**config.mk**
```make
export PLATFORM = sky130hd
export DESIGN_NAME = swu_sequencer
export DESIGN_NICKNAME = d
export VERILOG_FILES = /design/src/hdl/swu_release_counter.v /design/src/hdl/swu_sequencer.v
export VERILOG_INCLUDE_DIRS = /design/src /design/src/hdl
export SDC_FILE = /design/constraint.sdc
export NUM_CORES = 1
export LEC_CHECK = 0
export BUFFER_PORTS_ARGS = -buffer_cell sky130_fd_sc_hd__clkbuf_2
export CAP_MARGIN = 5
export CORE_ASPECT_RATIO = 0.7
export CORE_MARGIN = 1
export CORE_UTILIZATION = 30
export CTS_CLUSTER_DIAMETER = 120
export DETAILED_ROUTE_END_ITERATION = 16
export PLACE_DENSITY = 0.54
export SLEW_MARGIN = 15
export SYNTH_ARGS = -nofsm -noshare
export SYNTH_HDL_FRONTEND = slang
export SYNTH_SLANG_ARGS = --single-unit
```
**constraint.sdc**
```tcl
create_clock -name aclk -period 5.7 [get_ports aclk]
set_input_delay 0.855 -clock aclk [delete_from_list [all_inputs] [get_ports aclk]]
set_output_delay 0.855 -clock aclk [all_outputs]
set_load 0.01 [all_outputs]
```
**src/hdl/swu_map.vh**
```
// register map, field positions, reset values and timing counts for the wake sequencer
`ifndef SWU_MAP_VH
`define SWU_MAP_VH

// ==========================================================
// register byte offsets
`define SWU_CTRL_OFS 5'h00
`define SWU_MASK_OFS 5'h04
`define SWU_UNLOCK_OFS 5'h08
`define SWU_RELEASE_OFS 5'h0c
`define SWU_STATUS_OFS 5'h10

// ==========================================================
// control register fields
`define SWU_CTRL_SUSP_EN 0
`define SWU_CTRL_ACTIVE_DRIVE 1
`define SWU_CTRL_REINIT_EN 2
`define SWU_CTRL_CLK_SEL 3
`define SWU_CTRL_MULTIPIN_EN 4
`define SWU_CTRL_CRC_USE 5
`define SWU_CTRL_WIDTH 6
`define SWU_CTRL_RESET 6'h00

// ==========================================================
// status register fields
`define SWU_STAT_STATE_LSB 0
`define SWU_STAT_PIN 3
`define SWU_STAT_UNLOCK 4
`define SWU_STAT_RELEASE 5
`define SWU_STAT_CRC_ERR 6
`define SWU_STAT_RESTART 7

// ==========================================================
// reset values and count limits
`define SWU_MASK_RESET 8'h00
`define SWU_CNT_WIDTH 11
`define SWU_UNLOCK_RESET 11'h005
`define SWU_RELEASE_RESET 11'h004
`define SWU_CNT_MIN 11'h001
`define SWU_CNT_MAX 11'h400

// ==========================================================
// timing
`define SWU_SYS_CLK_MHZ 100
`define SWU_OSC_MHZ 50
`define SWU_OSC_DIV (`SWU_SYS_CLK_MHZ / `SWU_OSC_MHZ)
// last divider count at the two-bit divider width, one tick per two system clocks
`define SWU_OSC_DIV_LAST 2'h1
`define SWU_REINIT_CYCLES 4'h4

// ==========================================================
// axi responses
`define SWU_RESP_OKAY 2'b00
`define SWU_RESP_SLVERR 2'b10

`endif

```
**src/hdl/swu_release_counter.v**
```verilog
// one wake-up release counter: counts wake clock ticks up to a programmed target
`default_nettype none

module swu_release_counter (
  input wire aclk,
  input wire aresetn,
  input wire clear,
  input wire run,
  input wire tick,
  input wire [10:0] target,
  output reg done
);

  // ==========================================================
  // tick counter
  reg [10:0] count_reg;

  // clear wins; counting only while run, stops once done
  always @(posedge aclk) begin
    if (!aresetn) begin
      count_reg <= 11'h000;
      done <= 1'b0;
    end else if (clear) begin
      count_reg <= 11'h000;
      done <= 1'b0;
    end else if (run && tick && !done) begin
      count_reg <= count_reg + 11'h001;
      // done the same edge the target count is reached
      if (count_reg + 11'h001 >= target) begin
        done <= 1'b1;
      end
    end
  end

endmodule
`default_nettype wire

```
**src/hdl/swu_sequencer.v**
```verilog
// suspend / wake-up sequencer with axi4-lite control registers
//
// Register access over AXI4-Lite and the placing of the registers were decided locally.
`include "swu_map.vh"
`default_nettype none

module swu_sequencer (
  input wire aclk,
  input wire aresetn,
  // axi4-lite write address
  input wire [4:0] s_axi_awaddr,
  input wire s_axi_awvalid,
  output reg s_axi_awready,
  // axi4-lite write data
  input wire [31:0] s_axi_wdata,
  input wire [3:0] s_axi_wstrb,
  input wire s_axi_wvalid,
  output reg s_axi_wready,
  // axi4-lite write response
  output reg [1:0] s_axi_bresp,
  output reg s_axi_bvalid,
  input wire s_axi_bready,
  // axi4-lite read address
  input wire [4:0] s_axi_araddr,
  input wire s_axi_arvalid,
  output reg s_axi_arready,
  // axi4-lite read data
  output reg [31:0] s_axi_rdata,
  output reg [1:0] s_axi_rresp,
  output reg s_axi_rvalid,
  input wire s_axi_rready,
  // pins from the outside world
  input wire suspend_request_pin,
  input wire wake_status_pin_in,
  input wire [7:0] wake_request_pins,
  input wire user_clock_pin,
  input wire supply_core_ok,
  input wire supply_aux_ok,
  input wire crc_error_event,
  // wake status pin drive
  output reg wake_status_pin_out,
  output reg wake_status_pin_oe,
  // controls to the rest of the device
  output reg global_reinit_pulse,
  output reg write_unlock,
  output reg output_release,
  output reg crc_check_enable,
  output reg config_restart
);

  // ==========================================================
  // states
  localparam [2:0] ST_ACTIVE = 3'h0;
  localparam [2:0] ST_SUSPEND = 3'h1;
  localparam [2:0] ST_REINIT = 3'h2;
  localparam [2:0] ST_WAKE = 3'h3;
  localparam [2:0] ST_RESTART = 3'h4;

  // ==========================================================
  // software registers
  reg [5:0] ctrl_reg; // mode bits
  reg [7:0] mask_reg; // wake request mask
  reg [10:0] unlock_cnt_reg; // write unlock count
  reg [10:0] release_cnt_reg; // output release count

  // ==========================================================
  // sequencer state
  reg [2:0] state_reg;
  reg [3:0] reinit_cnt_reg; // global reinit pulse length
  reg crc_err_reg; // sticky background crc error
  wire unlock_done; // write unlock counter reached target
  wire release_done; // output release counter reached target

  // ==========================================================
  // two-flop synchronisers for every pin input
  reg [13:0] sync1_reg; // first stage, read only by sync2
  reg [13:0] sync2_reg; // second stage, safe to use
  reg user_clk_last_reg; // previous synced user clock for edge detection

  // first flop looks only at the pins, second only at the first
  always @(posedge aclk) begin
    if (!aresetn) begin
      sync1_reg <= 14'h0000;
      sync2_reg <= 14'h0000;
      user_clk_last_reg <= 1'b0;
    end else begin
      sync1_reg <= {crc_error_event, supply_aux_ok, supply_core_ok, user_clock_pin,
                    wake_request_pins, wake_status_pin_in, suspend_request_pin};
      sync2_reg <= sync1_reg;
      user_clk_last_reg <= sync2_reg[10];
    end
  end

  wire susp_req_s = sync2_reg[0];
  wire wake_pin_s = sync2_reg[1];
  wire [7:0] wake_req_s = sync2_reg[9:2];
  wire user_clk_s = sync2_reg[10];
  wire supply_ok_s = sync2_reg[11] & sync2_reg[12];
  wire crc_evt_s = sync2_reg[13];

  // ==========================================================
  // wake timing clock as a tick enable
  reg [1:0] osc_div_reg; // stands in for the internal oscillator

  // divide the system clock down to the oscillator rate
  always @(posedge aclk) begin
    if (!aresetn) begin
      osc_div_reg <= 2'h0;
    end else if (osc_div_reg == `SWU_OSC_DIV_LAST) begin
      osc_div_reg <= 2'h0;
    end else begin
      osc_div_reg <= osc_div_reg + 2'h1;
    end
  end

  // user clock edges are the only path that lets peers count in lockstep
  wire user_tick = user_clk_s & ~user_clk_last_reg;
  wire osc_tick = (osc_div_reg == 2'h0);
  wire wake_tick = ctrl_reg[`SWU_CTRL_CLK_SEL] ? osc_tick : user_tick;

  // ==========================================================
  // wake condition
  // masked wake pins only count when multi-pin wake is enabled
  wire multipin_hit = ctrl_reg[`SWU_CTRL_MULTIPIN_EN] & (|(wake_req_s & mask_reg));
  wire wake_cond = ~susp_req_s | multipin_hit;

  // ==========================================================
  // release counters
  // both cleared on entry to suspend and during reinit; run only once pin is high
  wire cnt_clear = (state_reg != ST_WAKE);
  wire cnt_run = (state_reg == ST_WAKE) & wake_pin_s;

  swu_release_counter u_unlock_cnt (
    .aclk(aclk),
    .aresetn(aresetn),
    .clear(cnt_clear),
    .run(cnt_run),
    .tick(wake_tick),
    .target(unlock_cnt_reg),
    .done(unlock_done)
  );

  swu_release_counter u_release_cnt (
    .aclk(aclk),
    .aresetn(aresetn),
    .clear(cnt_clear),
    .run(cnt_run),
    .tick(wake_tick),
    .target(release_cnt_reg),
    .done(release_done)
  );

  // ==========================================================
  // sequencer state machine
  always @(posedge aclk) begin
    if (!aresetn) begin
      state_reg <= ST_ACTIVE;
      reinit_cnt_reg <= 4'h0;
    end else begin
      case (state_reg)
        // normal operation; suspend pin ignored unless feature enabled
        ST_ACTIVE: begin
          if (ctrl_reg[`SWU_CTRL_SUSP_EN] && susp_req_s) begin
            state_reg <= ST_SUSPEND;
          end
        end
        // suspended; supply loss restarts, crc error blocks the wake path
        ST_SUSPEND: begin
          if (!supply_ok_s) begin
            state_reg <= ST_RESTART;
          end else if (wake_cond && !crc_err_reg) begin
            if (ctrl_reg[`SWU_CTRL_REINIT_EN]) begin
              state_reg <= ST_REINIT;
              reinit_cnt_reg <= `SWU_REINIT_CYCLES;
            end else begin
              state_reg <= ST_WAKE;
            end
          end
        end
        // reinit pulse, pin still low and counters held clear
        ST_REINIT: begin
          if (!supply_ok_s) begin
            state_reg <= ST_RESTART;
          end else if (reinit_cnt_reg == 4'h1) begin
            state_reg <= ST_WAKE;
            reinit_cnt_reg <= 4'h0;
          end else begin
            reinit_cnt_reg <= reinit_cnt_reg - 4'h1;
          end
        end
        // pin released; wait until both counters are done
        ST_WAKE: begin
          if (!supply_ok_s) begin
            state_reg <= ST_RESTART;
          end else if (unlock_done && release_done) begin
            state_reg <= ST_ACTIVE;
          end
        end
        // held until the supplies recover; stands for a fresh configuration
        ST_RESTART: begin
          if (supply_ok_s) begin
            state_reg <= ST_ACTIVE;
          end
        end
        default: begin
          state_reg <= ST_ACTIVE;
        end
      endcase
    end
  end

  // ==========================================================
  // sticky crc error: only a restart or reset clears it
  always @(posedge aclk) begin
    if (!aresetn) begin
      crc_err_reg <= 1'b0;
    end else if (crc_check_enable && crc_evt_s) begin
      crc_err_reg <= 1'b1;
    end else if (state_reg == ST_RESTART) begin
      crc_err_reg <= 1'b0;
    end
  end

  // ==========================================================
  // registered outputs toward the pin and the device
  wire in_suspend = (state_reg == ST_SUSPEND) | (state_reg == ST_REINIT) | (state_reg == ST_RESTART);

  always @(posedge aclk) begin
    if (!aresetn) begin
      wake_status_pin_out <= 1'b1;
      wake_status_pin_oe <= 1'b0;
      global_reinit_pulse <= 1'b0;
      write_unlock <= 1'b1;
      output_release <= 1'b1;
      crc_check_enable <= 1'b0;
      config_restart <= 1'b0;
    end else begin
      // 0 while suspended, 1 once released
      wake_status_pin_out <= ~in_suspend;
      // open drain by default: drive only the low level
      wake_status_pin_oe <= in_suspend | ctrl_reg[`SWU_CTRL_ACTIVE_DRIVE];
      global_reinit_pulse <= (state_reg == ST_REINIT);
      write_unlock <= (state_reg == ST_ACTIVE) | ((state_reg == ST_WAKE) & unlock_done);
      output_release <= (state_reg == ST_ACTIVE) | ((state_reg == ST_WAKE) & release_done);
      crc_check_enable <= ctrl_reg[`SWU_CTRL_CRC_USE] & (state_reg == ST_ACTIVE);
      config_restart <= (state_reg == ST_RESTART);
    end
  end

  // ==========================================================
  // count clamp into the legal 1..1024 range
  function [10:0] clamp_count;
    input [15:0] value;
    begin
      if (value == 16'h0000) begin
        clamp_count = `SWU_CNT_MIN;
      end else if (value > {5'h00, `SWU_CNT_MAX}) begin
        clamp_count = `SWU_CNT_MAX;
      end else begin
        clamp_count = value[10:0];
      end
    end
  endfunction

  // ==========================================================
  // axi4-lite write channel
  reg aw_got_reg; // address held
  reg w_got_reg; // data held
  reg [4:0] awaddr_reg;
  reg [31:0] wdata_reg;
  reg [3:0] wstrb_reg;
  wire [15:0] cnt_unlock_merged = {wstrb_reg[1] ? wdata_reg[15:8] : {5'h00, unlock_cnt_reg[10:8]},
                                   wstrb_reg[0] ? wdata_reg[7:0] : unlock_cnt_reg[7:0]};
  wire [15:0] cnt_release_merged = {wstrb_reg[1] ? wdata_reg[15:8] : {5'h00, release_cnt_reg[10:8]},
                                    wstrb_reg[0] ? wdata_reg[7:0] : release_cnt_reg[7:0]};

  // address and data taken in either order; response after both
  always @(posedge aclk) begin
    if (!aresetn) begin
      s_axi_awready <= 1'b0;
      s_axi_wready <= 1'b0;
      s_axi_bvalid <= 1'b0;
      s_axi_bresp <= `SWU_RESP_OKAY;
      aw_got_reg <= 1'b0;
      w_got_reg <= 1'b0;
      awaddr_reg <= 5'h00;
      wdata_reg <= 32'h00000000;
      wstrb_reg <= 4'h0;
      ctrl_reg <= `SWU_CTRL_RESET;
      mask_reg <= `SWU_MASK_RESET;
      unlock_cnt_reg <= `SWU_UNLOCK_RESET;
      release_cnt_reg <= `SWU_RELEASE_RESET;
    end else begin
      // address channel
      if (s_axi_awvalid && s_axi_awready) begin
        aw_got_reg <= 1'b1;
        awaddr_reg <= s_axi_awaddr;
        s_axi_awready <= 1'b0;
      end else if (!aw_got_reg && !s_axi_bvalid) begin
        s_axi_awready <= 1'b1;
      end
      // data channel
      if (s_axi_wvalid && s_axi_wready) begin
        w_got_reg <= 1'b1;
        wdata_reg <= s_axi_wdata;
        wstrb_reg <= s_axi_wstrb;
        s_axi_wready <= 1'b0;
      end else if (!w_got_reg && !s_axi_bvalid) begin
        s_axi_wready <= 1'b1;
      end
      // perform the write once both halves are held
      if (aw_got_reg && w_got_reg && !s_axi_bvalid) begin
        aw_got_reg <= 1'b0;
        w_got_reg <= 1'b0;
        s_axi_bvalid <= 1'b1;
        s_axi_bresp <= `SWU_RESP_OKAY;
        case (awaddr_reg)
          `SWU_CTRL_OFS: begin
            if (wstrb_reg[0]) begin
              ctrl_reg <= wdata_reg[5:0];
            end
          end
          `SWU_MASK_OFS: begin
            if (wstrb_reg[0]) begin
              mask_reg <= wdata_reg[7:0];
            end
          end
          // counts are clamped so a zero or oversize write still behaves
          `SWU_UNLOCK_OFS: begin
            unlock_cnt_reg <= clamp_count(cnt_unlock_merged);
          end
          `SWU_RELEASE_OFS: begin
            release_cnt_reg <= clamp_count(cnt_release_merged);
          end
          // status is read only; writes there are accepted and dropped
          `SWU_STATUS_OFS: begin
            s_axi_bresp <= `SWU_RESP_OKAY;
          end
          default: begin
            s_axi_bresp <= `SWU_RESP_SLVERR;
          end
        endcase
      end else if (s_axi_bvalid && s_axi_bready) begin
        s_axi_bvalid <= 1'b0;
      end
    end
  end

  // ==========================================================
  // axi4-lite read channel
  always @(posedge aclk) begin
    if (!aresetn) begin
      s_axi_arready <= 1'b0;
      s_axi_rvalid <= 1'b0;
      s_axi_rdata <= 32'h00000000;
      s_axi_rresp <= `SWU_RESP_OKAY;
    end else if (s_axi_arvalid && s_axi_arready) begin
      s_axi_arready <= 1'b0;
      s_axi_rvalid <= 1'b1;
      s_axi_rresp <= `SWU_RESP_OKAY;
      case (s_axi_araddr)
        `SWU_CTRL_OFS: begin
          s_axi_rdata <= {26'h0000000, ctrl_reg};
        end
        `SWU_MASK_OFS: begin
          s_axi_rdata <= {24'h000000, mask_reg};
        end
        `SWU_UNLOCK_OFS: begin
          s_axi_rdata <= {21'h000000, unlock_cnt_reg};
        end
        `SWU_RELEASE_OFS: begin
          s_axi_rdata <= {21'h000000, release_cnt_reg};
        end
        // live view of the sequencer
        `SWU_STATUS_OFS: begin
          s_axi_rdata <= {24'h000000, config_restart, crc_err_reg, output_release,
                          write_unlock, wake_pin_s, state_reg};
        end
        default: begin
          s_axi_rdata <= 32'h00000000;
          s_axi_rresp <= `SWU_RESP_SLVERR;
        end
      endcase
    end else if (s_axi_rvalid && s_axi_rready) begin
      s_axi_rvalid <= 1'b0;
    end else if (!s_axi_rvalid) begin
      s_axi_arready <= 1'b1;
    end
  end

endmodule
`default_nettype wire

```
# Word-level counts from Yosys, hierarchy flattened
# Cells that the tools add are included.
# word_totals
out_inout_bits,48
ff_bits,172
input_bits,67
wordCells,171
# op_classes
addsub,4
n_bitwise,20
order_cmp,4
n_reduce_logical,50
n_mux,34
eq_ne,24
# op_table
cell,n
$pmux W11 S5,1
$mux W11,4
$gt A16 B11 Y1 const B,2
$logic_not A16 Y1,2
$mux W8,4
$mux W3,8
$add A11 B1 Y11 const B,2
$ge A11 B11 Y1,2
$eq A5 B4 Y1 const B,4
$mux W4,5
$logic_and A1 B1 Y1,16
$pmux W3 S5,1
$ne A2 B2 Y1 const B,6
$reduce_or A2 Y1,6
$eq A5 B3 Y1 const B,2
$eq A5 B5 Y1 const B,2
$logic_not A5 Y1,2
$reduce_and A2 Y1,5
$reduce_and A5 Y1,2
$reduce_or A5 Y1,2
$and A8 B8 Y8,1
$mux W1,8
$pmux W4 S2,1
$reduce_bool A2 Y1,4
18 further kinds,44

# Depth between registers and ports, before layout
# Gate-level depths: netlist (run 1).
# depth
depth_word,8
ltp_mapped,12
mapped_depth_nobuf,12

# Cells and area by module
# Synthesis (run 1) repeated with hierarchy kept, for this count alone.
# unflattened
cells_unflattened,815
hier_area_um2,7034.2
# modules_own_cells
mod,seq_area_each_um2,n_inst,area_per_inst_um2,cells_each
swu_sequencer,2502.4,1,5210.0,599
swu_release_counter,240.2,2,912.1,108

# Worst setup path after synthesis (run 1)
# No wires, ideal clock.
# synth_path
path_kind,input -> register
start,input port s_axi_araddr[4]
end,register s_axi_rdata[6]
path_slack_ps,3271
arrival_ps,2301
n_path_buf,2
path_stages,8
required_time_ps,5572
setup_time_ps,128
path_cell_list,clkbuf_1 -> nor3_1 -> and3b_1 -> clkbuf_1 -> a32o_1 -> a221oi_1 -> a2bb2oi_1 -> nor2_1
# synth_between
elab_chain_len,2
word_cells_on_any_way,6
cone_classes,eq/ne (4); mux (1); reduce/logical (1)
# synth_lines
item,line_no,rtl
"start, declared",swu_sequencer.v:24,"input wire [4:0] s_axi_araddr,"
$eq A5 B5 Y1 (tied with other cells),swu_sequencer.v:361,case (s_axi_araddr)
$pmux W11 S5 (*),swu_sequencer.v:361,
"end signal, assigned",swu_sequencer.v:363,"s_axi_rdata <= {26'h0000000, ctrl_reg};"
"end signal, assigned",swu_sequencer.v:366,"s_axi_rdata <= {24'h000000, mask_reg};"
"end signal, assigned",swu_sequencer.v:369,"s_axi_rdata <= {21'h000000, unlock_cnt_reg};"
"end, declared",swu_sequencer.v:28,"output reg [31:0] s_axi_rdata,"
# Mark *: on every way between the ends. The rest lies on a longest branch, timed or not.
# A chain may end at the register's enable or synchronous reset.

# Worst setup path in the final report (run 1)
# layout_path
start,register wstrb_reg[0]
end,register unlock_cnt_reg[2]
# layout_between
elab_chain_len,4
word_cells_on_any_way,5
cone_classes,order compare (1); mux (3); reduce/logical (1)
# layout_lines
item,line_no,rtl
"start, declared",swu_sequencer.v:271,reg [3:0] wstrb_reg;
"start signal, assigned",swu_sequencer.v:306,wstrb_reg <= s_axi_wstrb;
$mux W8 (*),swu_sequencer.v:273,wstrb_reg[0] ? wdata_reg[7:0] : unlock_cnt_reg[7:0]};
$gt A16 B11 Y1,swu_sequencer.v:257,"end else if (value > {5'h00, `SWU_CNT_MAX}) begin"
$mux W11,swu_sequencer.v:257,
$mux W11 (*),swu_sequencer.v:255,if (value == 16'h0000) begin
"end signal, assigned",swu_sequencer.v:291,unlock_cnt_reg <= `SWU_UNLOCK_RESET;
"end signal, assigned",swu_sequencer.v:330,unlock_cnt_reg <= clamp_count(cnt_unlock_merged);
"end, declared",swu_sequencer.v:63,reg [10:0] unlock_cnt_reg;
# Marks and branches as above.

==> impl_metrics.yaml, run 1 <==
power:
  seq_power_share_pct: 44.9
  power.ir.vdd_worst_mv: 0.206
  pwr-share-comb_pct: 5.6
  power.share.clock_pct: 49.4
  p_per_area_nw_per_um2: 304
  power_report.internal_total_mw: 1.90
  p_leak_nw: 3.27
  switching_share_pct: 22.8
  net-switching-power_mw: 0.559
critical_path:
  cell_with_the_largest_stage_delay_on_the_worst_path: "dfxtp_1"
  crit_path_end_kind: "register"
  cp-start-kind: "register"
  worst-path-max-fanout: 14
  cpPeakStageDelay_ns: 0.68
  timing.setup.critical_path_class: "reg2reg"
  cpLargestDelayFamily: "compound AO/OA/AOI/OAI gates"
  cp_data_arrival_time_ns: 2.94
  crit_path_cell_trace: "or4b_1 -> o22ai_1 -> o2111ai_2 -> mux2i_2 -> a21o_2 -> a221o_1"
  cp.required_ns: 6.00
  critical_path.n_buffers_inverters: 0
detailed_routing:
  drcViolationCount: 0
  first_iter_violations: 374
  ant_nets: 0
  route.detailed.vias_per_inst: 4.71
  postRouteWirelength_mm: 16.7
  num_vias: 5392
  wire_per_inst_um: 14.6
  drtPass1Iterations: 4
timing:
  setup_tns_ns: 0
  final_hold_viol_count: 0
  setup_clock_skew_after_layout_ns: 0.00880
  max_slew_violation_count: 0
  layout_min_cycle_time_ns: 2.64
  final-setup-viol-count: 0
  worst_slack_ns: 3.06
  fin_crit_sh_pct: 46.3
  grt_setup_unrepaired: "false"
  tightest_slew_ns: 0.912
  slew-limit-headroom_pct: 39.1
  finalHoldWorstSlack_ns: 0.429
  maxClockFrequency_mhz: 379
clock_network:
  clock_sink_count: 149
  cts_root_buf: "clkbuf_16"
  ctsHtreeMaxLevel: 4
  clock_latency_ns: 0.42
  setup_fix_bufs_post_cts: 0
  cts-buffers-inserted: 17
  cts.reportedPaths.clkPinSlew_ns: 0.06
  tritoncts: "built"
  cts_repair_resize_count: 0
  cts_hold_buf: 0
  cts_max_path_buffers: 2
layout:
  mostFrequentLayoutCells: "dfxtp_1 (149), nand2_1 (73), clkbuf_2 (73), nor2_1 (71), a21oi_1 (43)"
  finish.net_count: 917
  fill_cells: 2330
  layout.cells.most_common: "dfxtp_1"
  largest_register_ff_count: 16
  final_design_area_no_fill_um2: 8080
  n_antenna_cell: 0
  drive_gt1_share_pct: 14.3
  layout-area-overhead-vs-synth_pct: 17.0
synthesis:
  synth-warning-count: 0
  synth_area_per_cell_um2: 9.00
  ys_async_rst_share_pct: 0
  synth.cell_area_um2: 6900
  yosys_register_bits: 149
  syn_inst: 767
  synth_enable_flop_cells: 0
  synth.yosys.seq_area_share_pct: 43.2
  synth-main-ff-cell: "dfxtp_1"
  count_of_distinct_cell_types_in_the_synthesized_netlist: 66
floorplanning:
  placeableCoreArea_um2: 22600
  dieArea_um2: 23600
  rows: 46
  num_io_pins: 115
  die_h_um: 129
  die_x_extent_um: 183
  start_util_pct: 30.5
place:
  detailed_place_hpwl_mm: 12.1
  detailed_place.area_um2: 7440
  place_ws_ns: 2.97
  io_buffers: 73
  global_placement_routability_congestion: 0.796
outcome:
  outcome: "finished clean"
grt:
  grt_pass1_vias: 4950
  global_route_wire_length_before_repair_mm: 27.0
  groute.usage.overall_pct: 14.9
  grt_antenna_before_repair: 0
  grt_start_max_net_pins: 71
  overflow: 0
run:
  number_of_max_cap_violations: 0
worst_hold_path:
  min_delay_path_class: "reg2reg"
==> area by class of cell <==
class	count	area, um2	share of cell area, %
Tap cell	312	390	4.83
Timing Repair Buffer	75	380	4.71
Sequential cell	149	2980	36.9
Clock buffer	20	467	5.78
Multi-Input combinational cell	547	3560	44.1
Inverter	32	120	1.49
Clock inverter	11	173	2.14
==> synthesized netlist by cell type, types with 2 or more instances <==
cell / instances / area (um2)
a211oi_1: 6 / 45.0
a21o_1: 7 / 52.6
a21oi_1: 43 / 215
a221o_1: 2 / 20.0
a221oi_1: 9 / 78.8
a22o_1: 4 / 35.0
a22oi_1: 4 / 30.0
a2bb2oi_1: 9 / 78.8
a31o_2: 2 / 17.5
a32o_1: 14 / 140
a32oi_1: 2 / 17.5
and2_1: 38 / 238
and3_1: 7 / 43.8
and3b_1: 3 / 26.3
buf_1: 2 / 7.51
buf_4: 24 / 180
clkbuf_1: 35 / 131
dfxtp_1: 149 / 2980
ha_1: 28 / 350
inv_1: 31 / 116
mux2i_1: 25 / 250
nand2_1: 73 / 274
nand2b_1: 9 / 56.3
nand3_1: 18 / 90.1
nand3b_1: 3 / 22.5
nand4_1: 4 / 25.0
nor2_1: 71 / 267
nor2b_1: 9 / 56.3
nor3_1: 13 / 65.1
nor3b_1: 7 / 52.6
nor4_1: 3 / 18.8
o2111ai_1: 2 / 17.5
o21a_1: 4 / 30.0
o21ai_0: 15 / 75.1
o21ai_1: 2 / 10.0
o21bai_1: 2 / 15.0
o22ai_1: 4 / 25.0
o2bb2ai_1: 6 / 52.6
o31ai_1: 5 / 37.5
or4_1: 6 / 45.0
or4b_1: 2 / 20.0
xnor2_1: 17 / 149
xor2_1: 25 / 219
==> worst paths after layout <==
path                                          end  slack [ns]  cells after the start         start
worst min register to register       sync2_reg[5]        0.43                      1  sync1_reg[5]
worst max-delay path            unlock_cnt_reg[2]        3.06                      6  wstrb_reg[0]
worst max register to register  unlock_cnt_reg[2]        3.06                      6  wstrb_reg[0]
worst min-delay path                 sync2_reg[5]        0.43                      1  sync1_reg[5]
==> per-layer routing <==
layer  wire (um)  vias up  share of wire (%)  track usage (%)
met5           0        -                  0                0
li1            -     2734                  -                -
met3        1010       10                6.0             3.74
met1        9520     2503                 57             23.8
met2        6050      145                 36             19.1
met4         127        0               0.76             3.38
==> worst reg2reg max path: stages, from the launching register on <==
cell and delay (ns):
dfxtp_1 0.68, or4b_1 0.54, o22ai_1 0.18, o2111ai_2 0.22, mux2i_2 0.25, a21o_2 0.29
a221o_1 0.37
==> per-stage QoR <==
step	power, mW	utilization, %	std cells
floorplan	1.22	-	789
global placement	1.26	32.9	1115
detailed placement	1.26	32.9	1115
CTS	2.48	35.7	1146
global route	2.55	35.7	1146
finish	2.46	35.7	1146
==> power groups by stage <==
stage	Combinational (mW)	Sequential (mW)	Clock, mW
3_3_place_gp	0.136	1.13	0
5_1_grt	0.157	1.11	1.28
6_report	0.139	1.10	1.21
2_1_floorplan	0.108	1.11	0
4_1_cts	0.139	1.10	1.24
3_5_place_dp	0.138	1.13	0
==> logic make-up (layout without fill, tap and decap cells) <==
kind of cell,after synthesis,after routing,share of synthesized area [%]
and+or+nand+nor,270,270,19.3
xor gates and xnor gates,42,42,5.33
adders and majority gates,29,29,5.22
AOI/OAI and AO/OA,156,156,16.4
other,1,23,0.0543
buffers and inverters,93,138,6.36
muxes,27,27,4.15
DFF,149,149,43.2
No activity file was read; power rests on OpenSTA's default activity.
==> inputs of run 2 (changes only) <==
ABC_AREA = 1   (was not set)
PLACE_DENSITY = 0.55   (was 0.54)
clock period = 2.35 ns   (was 5.7 ns; I/O delays follow)
==> run 2 against run 1 <==
Global-route usage up 0.60 points. Maximum frequency grew 17%. Synthesized cell count increased by 29%. Largest cell class unchanged. Flip-flop and latch count did not move. Clock power rose by 120%. Wire length increased by 12%. Synthesized area grew 4.2%. Worst setup slack got worse by 3.0 ns. Die area increased by 4.2%. Utilization is 0.64 points higher. Clock skew shrank 0.0019 ns.
==> impl_metrics.yaml, run 2 <==
power:
  pwr-share-comb_pct: 9.5
  power.ir.vdd_worst_mv: 0.512
  p_per_area_nw_per_um2: 703
  seq_power_share_pct: 45.4
  p_leak_nw: 3.77
  switching_share_pct: 27.2
  net-switching-power_mw: 1.64
  power.share.clock_pct: 45.0
  power_report.internal_total_mw: 4.39
layout:
  mostFrequentLayoutCells: "nand2_1 (194), dfxtp_1 (146), inv_1 (121), nor2_1 (97), a21oi_1 (85)"
  n_antenna_cell: 0
  layout.area.seq_um2: 2990
  fill_cells: 2550
  multi_input_area_um2: 3590
  finish.net_count: 1158
  layout.cells.most_common: "nand2_1"
  layout-area-overhead-vs-synth_pct: 19.1
  drive_gt1_share_pct: 16.4
  largest_register_ff_count: 16
run:
  number_of_max_cap_violations: 0
synthesis:
  synth_area_per_cell_um2: 7.30
  synth_enable_flop_cells: 0
  netlist.area_leader.share_pct: 41.5
  synth-warning-count: 0
  syn_inst: 986
  synth.yosys.seq_area_share_pct: 41.5
  yosys_register_bits: 149
  synth_top_cells_by_count: "nand2_1 (194), dfxtp_1 (149), inv_1 (122)"
  yosys-top-cells-area: "dfxtp_1 (41%), nand2_1 (10%), inv_1 (6.4%)"
  ys_async_rst_share_pct: 0
  count_of_distinct_cell_types_in_the_synthesized_netlist: 45
  synth_top_cell_by_area: "dfxtp_1"
  synth_most_common_cell: "nand2_1"
  synth.cell_area_um2: 7200
  synth-main-ff-cell: "dfxtp_1"
timing:
  setup_tns_ns: 0
  maxClockFrequency_mhz: 442
  fin_crit_sh_pct: 96.2
  worst_slack_ns: 0.0894
  max_slew_violation_count: 0
  final_hold_viol_count: 0
  setup_clock_skew_after_layout_ns: 0.00693
  layout_min_cycle_time_ns: 2.26
  finalHoldWorstSlack_ns: 0.0983
  slew-limit-headroom_pct: 51.0
  final-setup-viol-count: 0
  tightest_slew_ns: 0.731
critical_path:
  worst-path-max-fanout: 3
  timing.setup.critical_path_class: "reg2reg"
  cp_data_arrival_time_ns: 2.62
  crit_path_end_kind: "register"
  cpPeakStageDelay_ns: 0.34
  cp.required_ns: 2.71
  critical-path-top-cell-by-count: "nand3_1"
  cell_with_the_largest_stage_delay_on_the_worst_path: "dfxtp_2"
  crit_path_cell_trace: "ha_2 -> nand3_2 -> nor2_4 -> nand4_1 -> xor2_1 -> inv_1 -> ha_4 -> nand2_1 -> nor2_2 -> nand3_1 -> nand3_1 -> o21ai_1 -> a21oi_1"
  cp-start-kind: "register"
floorplanning:
  num_io_pins: 115
  dieArea_um2: 24600
  die_x_extent_um: 187
  placeableCoreArea_um2: 23600
  start_util_pct: 30.5
  die_h_um: 132
  rows: 47
place:
  io_buffers: 73
  place_ws_ns: -0.0158
  detailed_place_hpwl_mm: 13.9
  global_placement_routability_congestion: 0.856
grt:
  grt_start_max_net_pins: 69
  overflow: 0
  global_route_wire_length_before_repair_mm: 29.8
  groute.usage.overall_pct: 15.5
  grt_antenna_before_repair: 0
  grt_pass1_vias: 5729
detailed_routing:
  drcViolationCount: 0
  first_iter_violations: 405
  drtPass1Iterations: 5
  num_vias: 6392
  ant_nets: 0
  wire_per_inst_um: 13.4
  postRouteWirelength_mm: 18.7
  route.detailed.vias_per_inst: 4.59
clock_network:
  ctsHtreeMaxLevel: 4
  tritoncts: "built"
  cts_max_path_buffers: 2
  clock_sink_count: 149
  cts.reportedPaths.clkPinSlew_ns: 0.07
  clock_latency_ns: 0.43
  cts_root_buf: "clkbuf_16"
  cts-buffers-inserted: 17
outcome:
  outcome: "finished clean"
worst_hold_path:
  min_delay_path_class: "in2reg"
run 2: cell count changes in the layout (fill, tap and decap cells not counted), sizes merged, moves of 11 or more:
cell,before,now
mux2i,27,0
xnor2,17,1
a211oi,6,17
a32o,14,0
inv,34,136
nand3,18,51
xor2,25,14
a21oi,43,87
and2,38,0
buf,2,18
nor2,72,111
o21ai,18,86
nand2,73,199
run 2: path summary, 6_finish.rpt:
| check | cells past startpoint | startpoint | endpoint | slack, ns |
|---|---|---|---|---|
| worst min register to register | 2 | sync1_reg[3] | sync2_reg[3] | 0.41 |
| worst min-delay path | 3 | wake_request_pins[5] | sync1_reg[7] | 0.1 |
| worst max-delay path | 13 | u_release_cnt.count_reg[1] | u_release_cnt.done | 0.09 |
| worst max register to register | 13 | u_release_cnt.count_reg[1] | u_release_cnt.done | 0.09 |
run 2: kinds of logic after synthesis:
family | share of synthesized area (%)
compound gates | 16.1
xor+xnor | 1.83
other cells | 0.0521
buf+inv | 11.4
fa+ha+maj | 4.87
flops | 41.5
simple gates | 24.3
run 2: repair_timing:
| item | 4_1_cts | 5_1_grt |
|---|---|---|
| pin swaps | 0 | 7 |
| resized for setup | 1 | 22 |
| setup buffers | 0 | 3 |
| setup endpoints to repair | 1 | 2 |
| hold buffers | 0 | 0 |
run 2: worst max-delay path, delay by kind of cell (launching register included):
kind	cells	cell delay, ns
and+or+nand+nor	7	0.83
DFF	1	0.34
AOI/OAI and AO/OA	2	0.18
buffers and inverters	1	0.10
xor gates and xnor gates	1	0.24
adders and majority gates	2	0.49
run 2: through the flow:
stage | total power, mW | area [um2] | instances | util [%]
final | 6.03 | 8570 | 1394 | 36.3
after floorplan | 3.18 | 7280 | 1008 | -
after detailed placement | 3.36 | 7840 | 1359 | 33.3
after global routing | 6.29 | 8570 | 1394 | 36.3
after CTS | 6.09 | 8440 | 1391 | 35.8
after global placement | 3.36 | 7840 | 1359 | 33.3
run 2: layer usage:
metal / routed length (um) / track usage (%) / vias to the layer above
li1: - / - / 3326
met1: 10200 / 24.1 / 2917
met2: 7270 / 20.8 / 138
met3: 1120 / 3.29 / 11
met4: 149 / 4.37 / 0
met5: 0 / 0 / -
run 2: cell type report:
type	count	share of cell area (%)
sequential	149	34.8
clock buffer	19	5.28
clock inverter	13	1.61
multi-input combinational	673	41.9
inverter	131	5.77
tap	318	4.64
timing repair buffer	91	5.99
run 2: power groups by stage:
stage	Clock [mW]	Combinational, mW	Sequential [mW]
after global routing	2.89	0.650	2.75
after CTS	2.78	0.572	2.73
after global placement	0	0.565	2.79
after floorplan	0	0.398	2.78
final	2.71	0.575	2.74
after detailed placement	0	0.570	2.79
==> inputs of run 3 (changes only) <==
PLACE_DENSITY = 0.45   (was 0.55)
==> run 3 against run 2 <==
Critical path depth is 1 higher. First-iteration DRC count is 6.2% lower. Sequential power hardly changed. Utilization rose by 0.29 points. Critical endpoint is now u_unlock_cnt.done.
==> impl_metrics.yaml, run 3 (synthesis results as in run 2) <==
detailed_routing:
  first_iter_violations: 380
  num_vias: 6350
  drtPass1Iterations: 5
  wire_per_inst_um: 14.0
  drcViolationCount: 0
  route.detailed.vias_per_inst: 4.54
  ant_nets: 0
  postRouteWirelength_mm: 19.5
timing:
  final-setup-viol-count: 0
  max_slew_violation_count: 0
  finalHoldWorstSlack_ns: 0.102
  tightest_slew_ns: 0.671
  layout_min_cycle_time_ns: 2.21
  setup_clock_skew_after_layout_ns: 0.0113
  final_hold_viol_count: 0
  fin_crit_sh_pct: 94.1
  slew-limit-headroom_pct: 55.3
  worst_slack_ns: 0.139
  maxClockFrequency_mhz: 452
place:
  place_ws_ns: 0.00682
  detailed_place_hpwl_mm: 14.6
  global_placement_routability_congestion: 0.814
  io_buffers: 73
critical_path:
  crit_path_end_kind: "register"
  cp-start-kind: "register"
  worst-path-max-fanout: 3
  timing.setup.critical_path_class: "reg2reg"
  ff2ff_setup_slack_ns: 0.14
  ff2ff_path_depth: 14
  cp.required_ns: 2.72
  cp_data_arrival_time_ns: 2.58
  r2r-start: "u_unlock_cnt.count_reg[0]"
  reg2reg_to: "u_unlock_cnt.done"
layout:
  finish.net_count: 1162
  layout.cells.most_common: "nand2_1"
  drive_gt1_share_pct: 16.5
  largest_register_ff_count: 16
  layout-area-overhead-vs-synth_pct: 20.0
  mostFrequentLayoutCells: "nand2_1 (194), dfxtp_1 (147), inv_1 (121), nor2_1 (97), a21oi_1 (85)"
  n_antenna_cell: 0
power:
  power.share.clock_pct: 48.1
  pwr-share-comb_pct: 9.0
  seq_power_share_pct: 42.8
  switching_share_pct: 24.7
  p_leak_nw: 3.81
  p_per_area_nw_per_um2: 740
  power.ir.vdd_worst_mv: 0.532
  power_report.internal_total_mw: 4.81
  net-switching-power_mw: 1.58
outcome:
  outcome: "finished clean"
grt:
  groute.usage.overall_pct: 16.6
  overflow: 0
  global_route_wire_length_before_repair_mm: 31.8
  grt_pass1_vias: 5885
  grt_start_max_net_pins: 69
  grt_antenna_before_repair: 0
clock_network:
  cts-buffers-inserted: 17
  cts_hold_buf: 0
  cts_max_path_buffers: 2
  clock_latency_ns: 0.44
  cts.reportedPaths.clkPinSlew_ns: 0.07
  cts_root_buf: "clkbuf_16"
  tritoncts: "built"
  clock_sink_count: 149
  ctsHtreeMaxLevel: 4
floorplanning:
  die_h_um: 132
  num_io_pins: 115
  start_util_pct: 30.5
  die_x_extent_um: 187
  rows: 47
  dieArea_um2: 24600
  placeableCoreArea_um2: 23600
worst_hold_path:
  hold_path_depth: 3
  min_delay_path_class: "in2reg"
  min_from: "supply_aux_ok"
  hold_crit_endpoint: "sync1_reg[12]"
run:
  number_of_max_cap_violations: 0
## run 3: layer usage
metal  part of all wire, %  global-route usage [%]
met1                    55                    26.1
met2                    38                    21.7
met3                   6.4                    4.01
met4                  0.95                    4.60
met5                     0                       0
## run 3: power groups by stage
stage	registers [mW]	clock network, mW	logic, mW
floorplan	2.78	0	0.398
global placement	2.79	0	0.576
detailed placement	2.79	0	0.577
CTS	2.74	3.16	0.580
global route	2.75	3.29	0.662
finish	2.74	3.08	0.577
## run 3: timing repair
action / CTS / global route
endpoints found under the setup margin: 1 / 2
setup buffers: 0 / 2
pin swaps: 0 / 2
cloned: 0 / 0
resized for setup: 1 / 17
## run 3: layout make-up
type	instances	area [um2]
Clock buffer	21	470
Timing Repair Buffer	95	543
Inverter	131	494
Clock inverter	11	196
Multi-Input combinational cell	673	3550
Sequential cell	149	2990
Fill cell	2525	14900
Tap cell	318	398
## run 3: per-stage QoR
stage                     cells  utilization, %  total power [mW]  instance area [um2]  TNS [ns]
after floorplan            1008               -              3.18                 7280         0
after global placement     1364            33.4              3.37                 7880  -0.00776
after detailed placement   1364            33.4              3.37                 7880         0
after CTS                  1396            36.3              6.48                 8550         0
after global routing       1398            36.6              6.71                 8640  -0.00441
final                      1398            36.6              6.39                 8640         0
## run 3: worst max path at each step
stage,startpoint,to,slack (ns),cells after the start
6_report,u_unlock_cnt.count_reg[0],u_unlock_cnt.done,0.14,14
5_1_grt,u_release_cnt.count_reg[1],u_release_cnt.done,-0.004,11
4_1_cts,u_unlock_cnt.count_reg[0],u_unlock_cnt.done,0.01,14
3_5_place_dp,u_unlock_cnt.count_reg[0],u_unlock_cnt.done,0.007,14
3_3_place_gp,u_unlock_cnt.count_reg[0],u_unlock_cnt.done,-0.008,13
2_1_floorplan,u_unlock_cnt.count_reg[0],u_unlock_cnt.done,0.15,14
## run 3: worst max-delay path, cell delays in order, from the launching register on
cell	delay, ns
dfxtp_2	0.33
ha_2	0.18
nand3_2	0.12
nor2_4	0.15
nand3_2	0.07
nand3b_1	0.17
xor2_1	0.17
inv_1	0.09
ha_4	0.28
nand2_1	0.07
nor2_2	0.12
nand3_1	0.09
nand4_1	0.11
nand2_1	0.06
a21oi_1	0.11
